File: config.mk
export PLATFORM = sky130hd
export DESIGN_NAME = sdx_core
export DESIGN_NICKNAME = d
export VERILOG_FILES = /design/src/shared/sdx_pkg.sv /design/src/rtl/sdx_diag_mem.sv /design/src/rtl/sdx_core.sv
export VERILOG_INCLUDE_DIRS = /design/src /design/src/shared
export SDC_FILE = /design/constraint.sdc
export NUM_CORES = 1
export LEC_CHECK = 0
export ABC_CLOCK_PERIOD_IN_PS = 3250
export BUFFER_PORTS_ARGS = -buffer_cell sky130_fd_sc_hd__buf_2
export CELL_PAD_IN_SITES_DETAIL_PLACEMENT = 0
export CELL_PAD_IN_SITES_GLOBAL_PLACEMENT = 1
export CORE_AREA = 2 2 156 196
export CTS_BUF_LIST = sky130_fd_sc_hd__clkbuf_8
export DETAILED_ROUTE_END_ITERATION = 10
export DIE_AREA = 0 0 158 198
export PLACE_DENSITY = 0.71
export SLEW_MARGIN = 20
export SYNTH_ARGS = -nofsm -noshare
export SYNTH_HDL_FRONTEND = slang
export SYNTH_SLANG_ARGS = --single-unit
File: constraint.sdc
create_clock -name clk -period 3.25 [get_ports clk]
set_input_delay 0.1625 -clock clk [delete_from_list [all_inputs] [get_ports clk]]
set_output_delay 0.1625 -clock clk [all_outputs]
set_load 0.05 [all_outputs]
File: src/shared/sdx_consts.svh
`ifndef SDX_CONSTS_SVH
`define SDX_CONSTS_SVH
// register addresses (byte offsets)
`define SDX_A_DOUT_FETCH 8'h00
`define SDX_A_DOUT_STATE 8'h01
`define SDX_A_DIN_PROVIDE 8'h02
`define SDX_A_DIN_STATE 8'h03
`define SDX_A_STATUS 8'h04
`define SDX_A_CONTROL 8'h05
`define SDX_A_WD_RELOAD_LO 8'h06
`define SDX_A_WD_RELOAD_HI 8'h07
`define SDX_A_REQUEST 8'h08
`define SDX_A_DIAG_SWAP 8'h09
// status bits
`define SDX_ST_DIAG_FLAG 0
`define SDX_ST_DATA_EX 1
`define SDX_ST_WD_RUN 2
`define SDX_ST_WD_LOCK 3
// control bits
`define SDX_CT_STAT_DIAG 0
`define SDX_CT_CONTROLLED_WD_MODE 1
`define SDX_CT_CFG_OK 2
// request codes
`define SDX_RQ_START 8'h01
`define SDX_RQ_WD_EN 8'h02
`define SDX_RQ_WD_DIS 8'h03
`define SDX_RQ_WD_RST 8'h04
// diag buffer byte positions
`define SDX_DB_STAT1 6
`define SDX_DB_STAT2 7
`define SDX_DB_MADDR 9
`define SDX_CFG_FAULT_BIT 2
`define SDX_DUMMY_BYTE 8'h00
`define SDX_WD_TICK_NS 10000000
`define SDX_CLK_NS 20
`define SDX_WD_TICK_CYC (`SDX_WD_TICK_NS / `SDX_CLK_NS)
`define SDX_WD_ZERO 16'h0000
`define SDX_WD_RESET_VAL 16'hffff
`endif

File: src/shared/sdx_pkg.sv
`default_nettype none
package sdx_pkg;
  typedef enum logic [1:0] {
    SDX_WAIT_PRM = 2'b00,
    SDX_WAIT_CFG = 2'b01,
    SDX_DATA_EX = 2'b10
  } sdx_mode_t;
  typedef enum logic [1:0] {
    SDX_ACK_OK = 2'b00,
    SDX_ACK_RS = 2'b01,
    SDX_ACK_NR = 2'b10,
    SDX_ACK_HP = 2'b11
  } sdx_ack_t;
  typedef struct packed {
    logic valid;
    logic diag;
    logic [7:0] src_addr;
    logic [7:0] out_len;
  } sdx_req_t;
  typedef struct packed {
    logic valid;
    sdx_ack_t ack;
    logic dummy;
    logic [1:0] din_buf;
  } sdx_rsp_t;
endpackage
`default_nettype wire

File: src/rtl/sdx_diag_mem.sv
`default_nettype none
module sdx_diag_mem (
  // clock
  input wire logic clk,
  // write port
  input wire logic we,
  input wire logic [7:0] waddr,
  input wire logic [7:0] wdata,
  // read port
  input wire logic [7:0] raddr,
  output logic [7:0] rdata
);
  logic [7:0] mem [0:255];
  always_ff @(posedge clk) begin
    if (we) begin
      mem[waddr] <= wdata;
    end
  end
  always_ff @(posedge clk) begin
    rdata <= mem[raddr];
  end
endmodule
`default_nettype wire

File: src/rtl/sdx_core.sv
//Contract
//- user diag swap sets pending flag, mirrored in status
//- pending flag makes next data exchange reply high priority
//- no input data configured: high priority reply with one zero byte
//- diagnosis fetch clears pending flag and pulses fetched interrupt
//- static diagnosis keeps pending flag set after fetch
//- flag clear on reset, start, controlled wd expiry; set entering exchange
//- diag buffer machine resets on start request or controlled wd expiry
//- swap inserts diag flags in bytes seven, eight, master address ten
//- data exchange only in exchange mode from locking master, else RS
//- output data too long: ignored, no resource reply
//- short output: cfg fault, leave master, still send input data
//- correct size: store output, reply from assigned input buffer
//- output rotates over three buffers, input over three
//- buffer state reads never exchange buffers
//- output fetch read exchanges, returns index, new and cleared flags
//- output state read: free, user, next, data fields high to low
//- input provide read exchanges, returns new user index one to three
//- input state read: four two-bit fields, free and next may be nil
//- exchange entered only after cfg ok and first input buffer
//- watchdog enable loads reload value and starts; disable any time
//- watchdog counts down each 10 ms; at zero leave, lock, event
//- watchdog reset request reloads programmed value
`default_nettype none
`include "sdx_consts.svh"
module sdx_core
  import sdx_pkg::*;
#(
  parameter int WD_TICK_CYC = `SDX_WD_TICK_CYC
) (
  // clock and reset
  input wire logic clk,
  input wire logic rst_n,
  // register port
  input wire logic [7:0] reg_addr,
  input wire logic [7:0] reg_wdata,
  input wire logic reg_wr,
  input wire logic reg_rd,
  output logic [7:0] reg_rdata,
  // master link requests and answers
  input wire sdx_req_t link_req,
  output sdx_rsp_t link_rsp,
  // configuration
  input wire logic [7:0] master_addr,
  input wire logic [7:0] dout_len,
  input wire logic [7:0] din_len,
  // diag buffer readout toward the link
  input wire logic [7:0] diag_raddr,
  output logic [7:0] diag_rdata,
  // events
  output logic diag_fetched_irq,
  output logic wd_expired_event
);
  sdx_mode_t mode_q;
  logic diag_flag_q, cfg_fault_q, stat_diag_q, dp_ctrl_q, cfg_ok_q;
  logic din_valid_q, wd_run_q, wd_lock_q, cleared_q, dbuf_q;
  logic [15:0] wd_q, wd_reload_q;
  logic [31:0] tick_q;
  logic [1:0] of_q, ou_q, on_q, od_q;
  logic [1:0] if_q, iu_q, in_q, id_q;
  logic [7:0] rdata_d;
  logic start, wd_expire, wdx_ok, wdx_short, wdx_ok_long;
  logic rd_out, rd_in, diag_swap, req_cmd;
  logic enter_dx, leave_master, ctl_expire;
  logic mem_we;
  logic [7:0] mem_waddr, mem_wdata, stat1, stat2;

  function automatic logic hit(input logic [7:0] a);
    hit = (reg_addr == a);
  endfunction

  // first non-nil buffer index of two candidates
  function automatic logic [1:0] pick(input logic [1:0] a, b);
    pick = (a != 2'h0) ? a : b;
  endfunction

  assign req_cmd = reg_wr && hit(`SDX_A_REQUEST);
  assign start = req_cmd && reg_wdata == `SDX_RQ_START;
  assign wd_expire = wd_run_q && !wd_lock_q && wd_q == `SDX_WD_ZERO;
  assign rd_out = reg_rd && hit(`SDX_A_DOUT_FETCH);
  assign rd_in = reg_rd && hit(`SDX_A_DIN_PROVIDE);
  assign diag_swap = reg_wr && hit(`SDX_A_DIAG_SWAP);
  assign wdx_ok = link_req.valid && !link_req.diag && mode_q == SDX_DATA_EX
    && link_req.src_addr == master_addr;
  assign wdx_ok_long = wdx_ok && link_req.out_len > dout_len;
  assign wdx_short = wdx_ok && link_req.out_len < dout_len && !wdx_ok_long;
  // leaving the master: short output or watchdog expiry
  assign leave_master = wd_expire || wdx_short;
  assign enter_dx = mode_q == SDX_WAIT_CFG && din_valid_q && !wd_expire;
  // expiry in controlled mode restarts the diagnosis side
  assign ctl_expire = wd_expire && dp_ctrl_q;

  // protocol mode
  always_ff @(posedge clk) begin
    if (!rst_n) begin
      mode_q <= SDX_WAIT_PRM;
    end else if (start || leave_master) begin
      mode_q <= SDX_WAIT_PRM;
    end else if (mode_q == SDX_WAIT_PRM && cfg_ok_q) begin
      mode_q <= SDX_WAIT_CFG;
    end else if (enter_dx) begin
      mode_q <= SDX_DATA_EX;
    end
  end

  // first input buffer provided since start or leaving the master
  always_ff @(posedge clk) begin
    // a new first input buffer is needed after leaving the master
    if (!rst_n || start || leave_master) begin
      din_valid_q <= 1'b0;
    end else if (rd_in) begin
      din_valid_q <= 1'b1;
    end
  end

  // diagnosis pending flag
  always_ff @(posedge clk) begin
    if (!rst_n || start || ctl_expire) begin
      diag_flag_q <= 1'b0;
    end else if (diag_swap) begin
      diag_flag_q <= 1'b1;
    end else if (enter_dx) begin
      diag_flag_q <= 1'b1;
    end else if (link_req.valid && link_req.diag && !stat_diag_q) begin
      diag_flag_q <= 1'b0;
    end
  end

  always_ff @(posedge clk) begin
    if (!rst_n) begin
      diag_fetched_irq <= 1'b0;
    end else begin
      diag_fetched_irq <= link_req.valid && link_req.diag;
    end
  end

  always_ff @(posedge clk) begin
    if (!rst_n || start) begin
      cfg_fault_q <= 1'b0;
    end else if (wdx_short) begin
      cfg_fault_q <= 1'b1;
    end
  end

  // control register
  always_ff @(posedge clk) begin
    if (!rst_n) begin
      stat_diag_q <= 1'b0;
      dp_ctrl_q <= 1'b0;
      cfg_ok_q <= 1'b0;
      wd_reload_q <= `SDX_WD_RESET_VAL;
    end else if (reg_wr) begin
      if (hit(`SDX_A_CONTROL)) begin
        stat_diag_q <= reg_wdata[`SDX_CT_STAT_DIAG];
        dp_ctrl_q <= reg_wdata[`SDX_CT_CONTROLLED_WD_MODE];
        cfg_ok_q <= reg_wdata[`SDX_CT_CFG_OK];
      end
      if (hit(`SDX_A_WD_RELOAD_LO)) begin
        wd_reload_q[7:0] <= reg_wdata;
      end
      if (hit(`SDX_A_WD_RELOAD_HI)) begin
        wd_reload_q[15:8] <= reg_wdata;
      end
    end
  end

  // diag buffer state: swap marker, reset at start or controlled expiry
  always_ff @(posedge clk) begin
    if (!rst_n || start || ctl_expire) begin
      dbuf_q <= 1'b0;
    end else if (diag_swap) begin
      dbuf_q <= 1'b1;
    end
  end

  // swap writes flags and master address into the diag buffer
  assign stat1 = {1'b0, 1'b0, 1'b0, 1'b0, reg_wdata[3], cfg_fault_q,
    mode_q != SDX_DATA_EX, 1'b0};
  assign stat2 = {5'h00, 1'b1, stat_diag_q, 1'b0};
  logic [1:0] wseq_q;
  always_ff @(posedge clk) begin
    if (!rst_n || start || ctl_expire) begin
      wseq_q <= 2'h0;
    end else if (diag_swap) begin
      wseq_q <= 2'h1;
    end else if (wseq_q != 2'h0) begin
      wseq_q <= wseq_q + 2'h1;
    end
  end
  always_comb begin
    mem_we = wseq_q != 2'h0 || diag_swap;
    mem_waddr = 8'(`SDX_DB_STAT1);
    mem_wdata = stat1;
    if (wseq_q == 2'h1) begin
      mem_waddr = 8'(`SDX_DB_STAT2);
      mem_wdata = stat2;
    end else if (wseq_q == 2'h2) begin
      mem_waddr = 8'(`SDX_DB_MADDR);
      mem_wdata = master_addr;
    end else if (wseq_q == 2'h3) begin
      mem_we = 1'b0;
    end
  end

  sdx_diag_mem u_mem (
    .clk(clk),
    .we(mem_we),
    .waddr(mem_waddr),
    .wdata(mem_wdata),
    .raddr(diag_raddr),
    .rdata(diag_rdata)
  );

  // output buffer rotation over three buffers, code 0 means nil
  always_ff @(posedge clk) begin
    if (!rst_n || start) begin
      od_q <= 2'h1;
      on_q <= 2'h0;
      of_q <= 2'h3;
      ou_q <= 2'h2;
      cleared_q <= 1'b0;
    end else if (wdx_ok && !wdx_ok_long) begin
      // fresh output moves D to N; a free buffer, else old N, refills D
      if (on_q != 2'h0 || of_q != 2'h0) begin
        on_q <= od_q;
        od_q <= pick(of_q, on_q);
        of_q <= (of_q != 2'h0) ? 2'h0 : of_q;
      end
      // zero-length output hands over substitute values
      cleared_q <= link_req.out_len == 8'h00 && dout_len != 8'h00;
    end else if (rd_out) begin
      if (on_q != 2'h0) begin
        ou_q <= on_q;
        on_q <= 2'h0;
        of_q <= ou_q;
      end
    end
  end

  // input buffer rotation over three buffers
  always_ff @(posedge clk) begin
    if (!rst_n || start) begin
      iu_q <= 2'h1;
      id_q <= 2'h2;
      if_q <= 2'h3;
      in_q <= 2'h0;
    end else if (rd_in) begin
      in_q <= iu_q;
      iu_q <= pick(if_q, in_q);
      if_q <= 2'h0;
    // a reply takes the fresh N as D and frees the old D
    end else if (wdx_ok && !wdx_ok_long && in_q != 2'h0) begin
      id_q <= in_q;
      in_q <= 2'h0;
      if_q <= id_q;
    end
  end

  // link response
  always_ff @(posedge clk) begin
    if (!rst_n) begin
      link_rsp <= '0;
    end else begin
      link_rsp.valid <= link_req.valid && !link_req.diag;
      // dummy byte only rides on a high priority reply
      link_rsp.dummy <= din_len == 8'h00 && diag_flag_q && wdx_ok
        && !wdx_ok_long;
      link_rsp.din_buf <= id_q;
      if (!wdx_ok) begin
        link_rsp.ack <= SDX_ACK_RS;
      end else if (wdx_ok_long) begin
        link_rsp.ack <= SDX_ACK_NR;
      end else if (diag_flag_q) begin
        link_rsp.ack <= SDX_ACK_HP;
      end else begin
        link_rsp.ack <= SDX_ACK_OK;
      end
    end
  end

  // user watchdog
  always_ff @(posedge clk) begin
    if (!rst_n) begin
      wd_run_q <= 1'b0;
      wd_lock_q <= 1'b0;
      wd_q <= `SDX_WD_RESET_VAL;
      tick_q <= '0;
      wd_expired_event <= 1'b0;
    end else begin
      wd_expired_event <= wd_expire;
      // base tick restarts on enable only; a reset request does not restart it
      tick_q <= (tick_q == 32'(WD_TICK_CYC - 1)) ? '0 : tick_q + 32'h1;
      if (req_cmd && reg_wdata == `SDX_RQ_WD_EN) begin
        wd_run_q <= 1'b1;
        wd_lock_q <= 1'b0;
        wd_q <= wd_reload_q;
        tick_q <= '0;
      end else if (req_cmd && reg_wdata == `SDX_RQ_WD_DIS) begin
        wd_run_q <= 1'b0;
      end else if (req_cmd && reg_wdata == `SDX_RQ_WD_RST) begin
        wd_q <= wd_reload_q;
      end else if (wd_expire) begin
        wd_lock_q <= 1'b1;
      end else if (wd_run_q && !wd_lock_q &&
          tick_q == 32'(WD_TICK_CYC - 1)) begin
        wd_q <= wd_q - 16'h0001;
      end
    end
  end

  // register read mux; state reads have no side effect
  // fetch and provide report the index after the exchange
  always_comb begin
    rdata_d = 8'h00;
    unique case (reg_addr)
      `SDX_A_DOUT_STATE: rdata_d = {of_q, ou_q, on_q, od_q};
      `SDX_A_DIN_STATE: rdata_d = {if_q, iu_q, in_q, id_q};
      `SDX_A_DOUT_FETCH: rdata_d = {4'h0, cleared_q, on_q != 2'h0,
        pick(on_q, ou_q)};
      `SDX_A_DIN_PROVIDE: rdata_d = {6'h00, pick(if_q, in_q)};
      `SDX_A_STATUS: rdata_d = {3'h0, dbuf_q, wd_lock_q, wd_run_q,
        mode_q == SDX_DATA_EX, diag_flag_q};
      `SDX_A_CONTROL: rdata_d = {5'h00, cfg_ok_q, dp_ctrl_q, stat_diag_q};
      `SDX_A_WD_RELOAD_LO: rdata_d = wd_reload_q[7:0];
      `SDX_A_WD_RELOAD_HI: rdata_d = wd_reload_q[15:8];
      default: rdata_d = 8'h00;
    endcase
  end

  always_ff @(posedge clk) begin
    if (!rst_n) begin
      reg_rdata <= 8'h00;
    end else if (reg_rd) begin
      reg_rdata <= rdata_d;
    end
  end
endmodule
`default_nettype wire

* After elaboration in Yosys (flattened, before gate mapping)
Memories as Yosys holds them, arrays and structs flattened. A register that Yosys moved wholly into a read port is not among the register bits.
Cells that the tools add are included.
** Word-level totals
- Memory bits (writable) :: 2048
- Logic and storage cells :: 190
- Output and inout bits :: 24
- Input port bits :: 70
- Memories kept :: 1
- Flip-flop bits (word level) :: 110
** Cells by class
- Multiplexer cells :: 43
- Add/subtract/negate cells :: 3
- Order comparisons :: 2
- Bitwise operators :: 5
- Equality and inequality tests :: 25
- Reductions and logical operators :: 77
** Memory list
- u_mem.mem :: depth 256, width 8, read ports 1, clocked after Yosys merged registers in 1, write ports 1, line sdx_diag_mem.sv:13 : logic [7:0] mem [0:255];
** Operators with widths (count)
- $mux 16 :: 5
- $pmux 8 s8 :: 1
- $eq 8x3->1 const B :: 5
- $mux 2 :: 18
- $add 32x1->32 const B :: 1
- $eq 32x19->1 const B :: 1
- $eq 8x2->1 const B :: 4
- $logic_and 1x1->1 :: 29
- $logic_not 8->1 :: 3
- $reduce_bool 2->1 :: 11
- $eq 8x1->1 const B :: 2
- $eq 8x4->1 const B :: 2
- $logic_not 16->1 :: 1
- $mux 8 :: 2
- $sub 16x1->16 const B :: 1
- $mux 1 :: 15
- $reduce_and 2->1 :: 7
- $reduce_and 3->1 :: 3
- $eq 8x8->1 :: 1
- $gt 8x8->1 :: 1
- $lt 8x8->1 :: 1
- $mux 4 :: 2
- $reduce_bool 8->1 :: 1
- $logic_or 1x1->1 :: 7
- other kinds (13) :: 31

* Logic depth before layout (Yosys ltp)
- Depth in word-level cells :: 10
- Gate-level depth with buffers :: 9
- Mapped depth without buffers :: 8

* By module
A second synthesis with hierarchy kept.
** Unflattened totals
- Cells, all modules :: 4447
- Area, all modules :: 85409.4 um^2
** Modules (own cells, without submodules)
- sdx_diag_mem :: cells an instance 3733, area an instance 79556.3 um^2, sequential area each 61659.1 um^2, instances 1
- sdx_core :: cells an instance 714, area an instance 5853.1 um^2, sequential area each 2202.1 um^2, instances 1

* Worst setup path after synthesis
OpenSTA, ideal clock, no wires.
- Path kind :: input to register
- From :: input reg_addr[5]
- To :: memory u_mem.mem[8][0], enable pin
- Path slack :: 0.661 ns
- Path buffers :: 1
- Arrival :: 2.204 ns
- Data required time :: 2.865 ns
- Stages on the path :: 7
- Library setup time :: 0.385 ns
- Path through :: nor4_2 > nand4b_1 > or3b_2 > clkbuf_1 > nand2_1 > nand3_1 > nor3b_1
** On the way
- Longest elaborated chain between the ends :: 8
** RTL lines
- start, declared :: line sdx_core.sv:35 : input wire logic [7:0] reg_addr,
- $eq 8x4->1 * :: line sdx_core.sv:69 : hit = (reg_addr == a);
- $logic_and 1x1->1 * :: line sdx_core.sv:82 : assign diag_swap = reg_wr && hit(`SDX_A_DIAG_SWAP);
- $logic_or 1x1->1 * :: line sdx_core.sv:191 : mem_we = wseq_q != 2'h0 || diag_swap;
- $mux 1 :: line sdx_core.sv:200 : end else if (wseq_q == 2'h3) begin
- $mux 1 :: line sdx_core.sv:197 : end else if (wseq_q == 2'h2) begin
- $mux 1 * :: line sdx_core.sv:194 : if (wseq_q == 2'h1) begin
- $mux 1 * :: line sdx_diag_mem.sv:15 : if (we) begin
- $mux 1 (not written as such) * :: line sdx_diag_mem.sv:16 : mem[waddr] <= wdata;
- end, declared :: line sdx_diag_mem.sv:13
Every way passes the cells marked *; elsewhere a longest branch is shown, timed or not.

* Final worst setup path
- From :: register diag_flag_q
- To :: register link_rsp[2] (netlist name)
** On the way
- Longest elaborated chain between the ends :: 3
** RTL lines
- start, declared :: line sdx_core.sv:55 : logic diag_flag_q, cfg_fault_q, stat_diag_q, dp_ctrl_q, cfg_ok_q;
- start signal, assigned :: line sdx_core.sv:119 : diag_flag_q <= 1'b0;
- start signal, assigned :: line sdx_core.sv:121 : diag_flag_q <= 1'b1;
- start signal, assigned :: line sdx_core.sv:123 : diag_flag_q <= 1'b1;
- $logic_and 1x1->1 (2 in a row) :: line sdx_core.sv:266 : link_rsp.dummy <= din_len == 8'h00 && diag_flag_q && wdx_ok
- $logic_and 1x1->1 :: line sdx_core.sv:267 : && !wdx_ok_long;
- end, declared :: line sdx_core.sv:42 : output sdx_rsp_t link_rsp,
No other way between the ends.
A chain may end at the register's enable or synchronous reset.

==> summary.md <==
| Metric | Value |
|---|---|
| Tot GR Track Use | `0.1533` |
| Flop-to-flop setup slack | `0.68 ns` |
| Die ar. | `31280 µm²` |
| Final Non-Filler Cells | `1499` |
| Worst setup margin | `0.6836 ns` |
| Post-Syn Instances | `900` |
| Logic pwr share | `0.089` |
| Psw | `1.489 mW` |
| Total grt overflow | `0` |
| RSZ-0062 raised after global routing | `no` |
| PortBufs | `89` |
| Clock root buffer | `clkbuf_8` |
| Chip height | `198 µm` |
| Final Util | `0.4125` |
| Pleak | `4.669 nW` |
| Io pins | `94` |
| Worst-case clock buffer depth | `3` |
| Fin. max-slew vios | `0` |
| H-tree levels | `2` |
| Clock sink count | `222` |
| #FFs+latches synth | `222` |
| Crit path kind | `register to register` |
| CTS tree | `yes` |
| Share of post-route cells with drive strength above 1 | `0.1958` |
| Routed wire length | `23720 µm` |
| Initial core utilization | `0.3416` |
| DR WL/cell | `15.82 µm` |
| Worst-skew pair later-pin latency | `0.53 ns` |
| # setup viols final | `0` |
| Max Freq | `0.3897 GHz` |
| NumNets Final | `1158` |
| Routability cong. | `0.8005` |
| Final HPWL DP | `16750 µm` |
| Nature of the critical path endpoint | `register` |
| Synth Cell Area | `10130 µm²` |
| Hold Vio Cnt, Final | `0` |
| First-pass GRT wire length | `37820 µm` |
| Row count | `71` |
| Ant. Diodes | `0` |
| Tightest Hold Check Type | `input port to register` |
| Final Cycle Share | `0.7897` |
| Yosys top cell by area | `edfxtp_1` |
| Ys async rst share | `0` |
| Layout Skew | `0.02323 ns` |
| Switch share | `0.2399` |
| Max_cap viols | `0` |
| DR pass1 iterations | `4` |
| Flop pwr share | `0.501` |
| Max IR drop VDD | `316.3 µV` |
| Placed Cells | `1413` |
| Mean post-synth cell area | `11.26 µm²` |
| Internal | `4.720 mW` |
| Synth area leaders | `edfxtp_1 (31%), dfxtp_1 (23%), mux4_2 (6.2%)` |
| Vias per cell | `4.905` |
| CTS buffer count | `39` |
| Cell variety after synth | `69` |
| Register clock-pin slew on the reported worst setup and hold paths | `0.06 ns` |
| Seq/Total Area, Yosys | `0.5412` |
| CP max FO | `5` |
| Worst Path Arrival | `3.03 ns` |
| Top_reg_cell synth | `dfxtp_1` |
| Pwr dens | `507.3 nW/µm²` |
| DR vias | `7353` |
| Final hold slack | `0.1065 ns` |
| Initial antenna violation count | `1` |
| Die Span X | `158 µm` |
| Status | `completed` |
| Crit start category | `register` |
| Core Area | `29670 µm²` |
| Post-route ant nets | `0` |
| Pre-CTS setup slack | `0.4599 ns` |
| Post-CTS Setup Repair Bufs | `0` |
| Fin crit period | `2.566 ns` |
| DR DRC count | `0` |
| Worst-Margin Slew | `1.007 ns` |
| Vias in the first global route | `7348` |
| Syn. warnings | `0` |
| Area grow syn2layout | `20.78%` |
| Largest net degree at the start of global routing | `45` |
| Clk pwr share | `0.410` |
| Synth top area share | `0.3081` |
| Relative slew slack | `0.3288` |
| Post-synth EDFFs | `104` |
| Setup TNS Final | `0 ns` |
| Crit path required time | `3.71 ns` |
| First DRT Iteration DRCs | `319` |
## through the flow
step,area [µm²],total power [mW]
after floorplan,10310,3.529
after global placement,11260,3.698
after detailed placement,11260,3.712
after CTS,12220,6.302
after global routing,12240,6.474
final,12240,6.209
## metal layers
layer | vias up | wire, µm | track usage
met5 | - | 11 | 0
met4 | 2 | 316 | 0.03804
met1 | 3524 | 9851 | 0.1855
li1 | 3639 | - | -
met2 | 158 | 12310 | 0.2767
met3 | 30 | 1232 | 0.03108
## sequential cells by signal, summed over array words and instances (netlist names), 2 cells and up
signal / flops
u_mem.mem: 104
of_q: 2
tick_q: 32
wd_q: 16
iu_q: 2
ou_q: 2
wd_reload_q: 16
u_mem.rdata: 8
if_q: 2
mode_q: 2
in_q: 2
wseq_q: 2
id_q: 2
od_q: 2
reg_rdata: 8
link_rsp: 6
on_q: 2
## cells in the mapped netlist (3+ instances only)
cell type	count
nand3_1	23
a21oi_1	39
nor3b_1	3
mux4_2	28
and2_1	9
nand3b_1	4
and4_1	6
o211ai_1	12
nor4_2	3
or3_1	13
nor2_1	87
and3_1	14
nor4_1	25
buf_1	7
nand2_1	71
a311oi_1	4
o21ai_0	19
a221oi_1	3
buf_2	6
a211oi_1	12
nor2b_1	16
xor2_1	30
nand2b_1	8
inv_1	31
nor3_1	17
mux2i_1	46
ha_1	16
dfxtp_1	118
edfxtp_1	104
o31ai_1	3
nand4_1	16
or4_1	7
o41ai_1	3
a21o_1	3
xnor2_1	14
clkbuf_1	33
a22oi_1	6
## placed cells by master, fill, tap and decap left out, types with 5 or more instances in the layout
cell,synthesis,layout
nand2_1,71,71
nand2b_1,8,8
inv_1,31,42
dfxtp_1,118,118
buf_4,0,22
nand4_1,16,16
o21ai_0,19,19
clkbuf_8,0,46
nor4_2,3,5
dlygate4sd3_1,0,18
and2_1,9,9
xor2_1,30,30
o211ai_1,12,12
buf_2,6,89
nand3_1,23,23
nor3_1,17,16
nor2b_1,16,16
a21oi_1,39,39
nor4_1,25,23
a211oi_1,12,12
or3_1,13,13
mux4_2,28,28
or4_1,7,7
ha_1,16,16
and3_1,14,14
a22oi_1,6,6
mux2i_1,46,46
xnor2_1,14,14
edfxtp_1,104,104
nor2_1,87,87
conb_1,1,48
and4_1,6,6
## power groups by stage
stage,clock [mW],combinational (mW),sequential (mW)
floorplan,0,0.309,3.22
global placement,0,0.536,3.16
detailed placement,0,0.545,3.17
CTS,2.63,0.560,3.11
global route,2.75,0.610,3.12
finish,2.55,0.554,3.11
## path summary, 6_finish.rpt
check / cells after the start / end / startpoint
worst min register to register: 1 / din_valid_q / din_valid_q
worst max-delay path: 5 / link_rsp[2] / diag_flag_q
worst max register to register: 5 / link_rsp[2] / diag_flag_q
worst min-delay path: 2 / u_mem.rdata[5] / diag_raddr[3]
## critical path, cell delays in order, from the launching register on
cell and delay, ns:
dfxtp_1 0.48, or4b_2 0.62, nor3_1 0.16, dlygate4sd3_1 0.56, and3_1 0.14, dlygate4sd3_1 0.54
## final cells by class
class,instances,area (µm²)
clock buffers,46,633.1
clock inverters,21,142.6
fillers,2938,17430
inverters,31,116.4
multi-input cells,648,4551
flip-flops and latches,222,5485
well taps,401,501.7
repair buffers,130,810.8
## kinds of logic (layout without fill, tap and decap cells)
kind of cell,count (synthesis),after routing,synth area share
DFF,222,222,0.5412
xor gates and xnor gates,44,44,0.03802
other,1,48,0.0003700
buffers and inverters,77,228,0.02926
and+or+nand+nor,338,338,0.1761
muxes,76,76,0.1099
adders and majority gates,16,16,0.01975
AOI/OAI and AO/OA,126,126,0.08544
## repair_timing
action	4_1_cts	5_1_grt
endpoints found under the hold margin	21	0
hold buffers	18	0
gates resized for setup	0	0
Note: power is estimated with default switching activity, not from simulation.
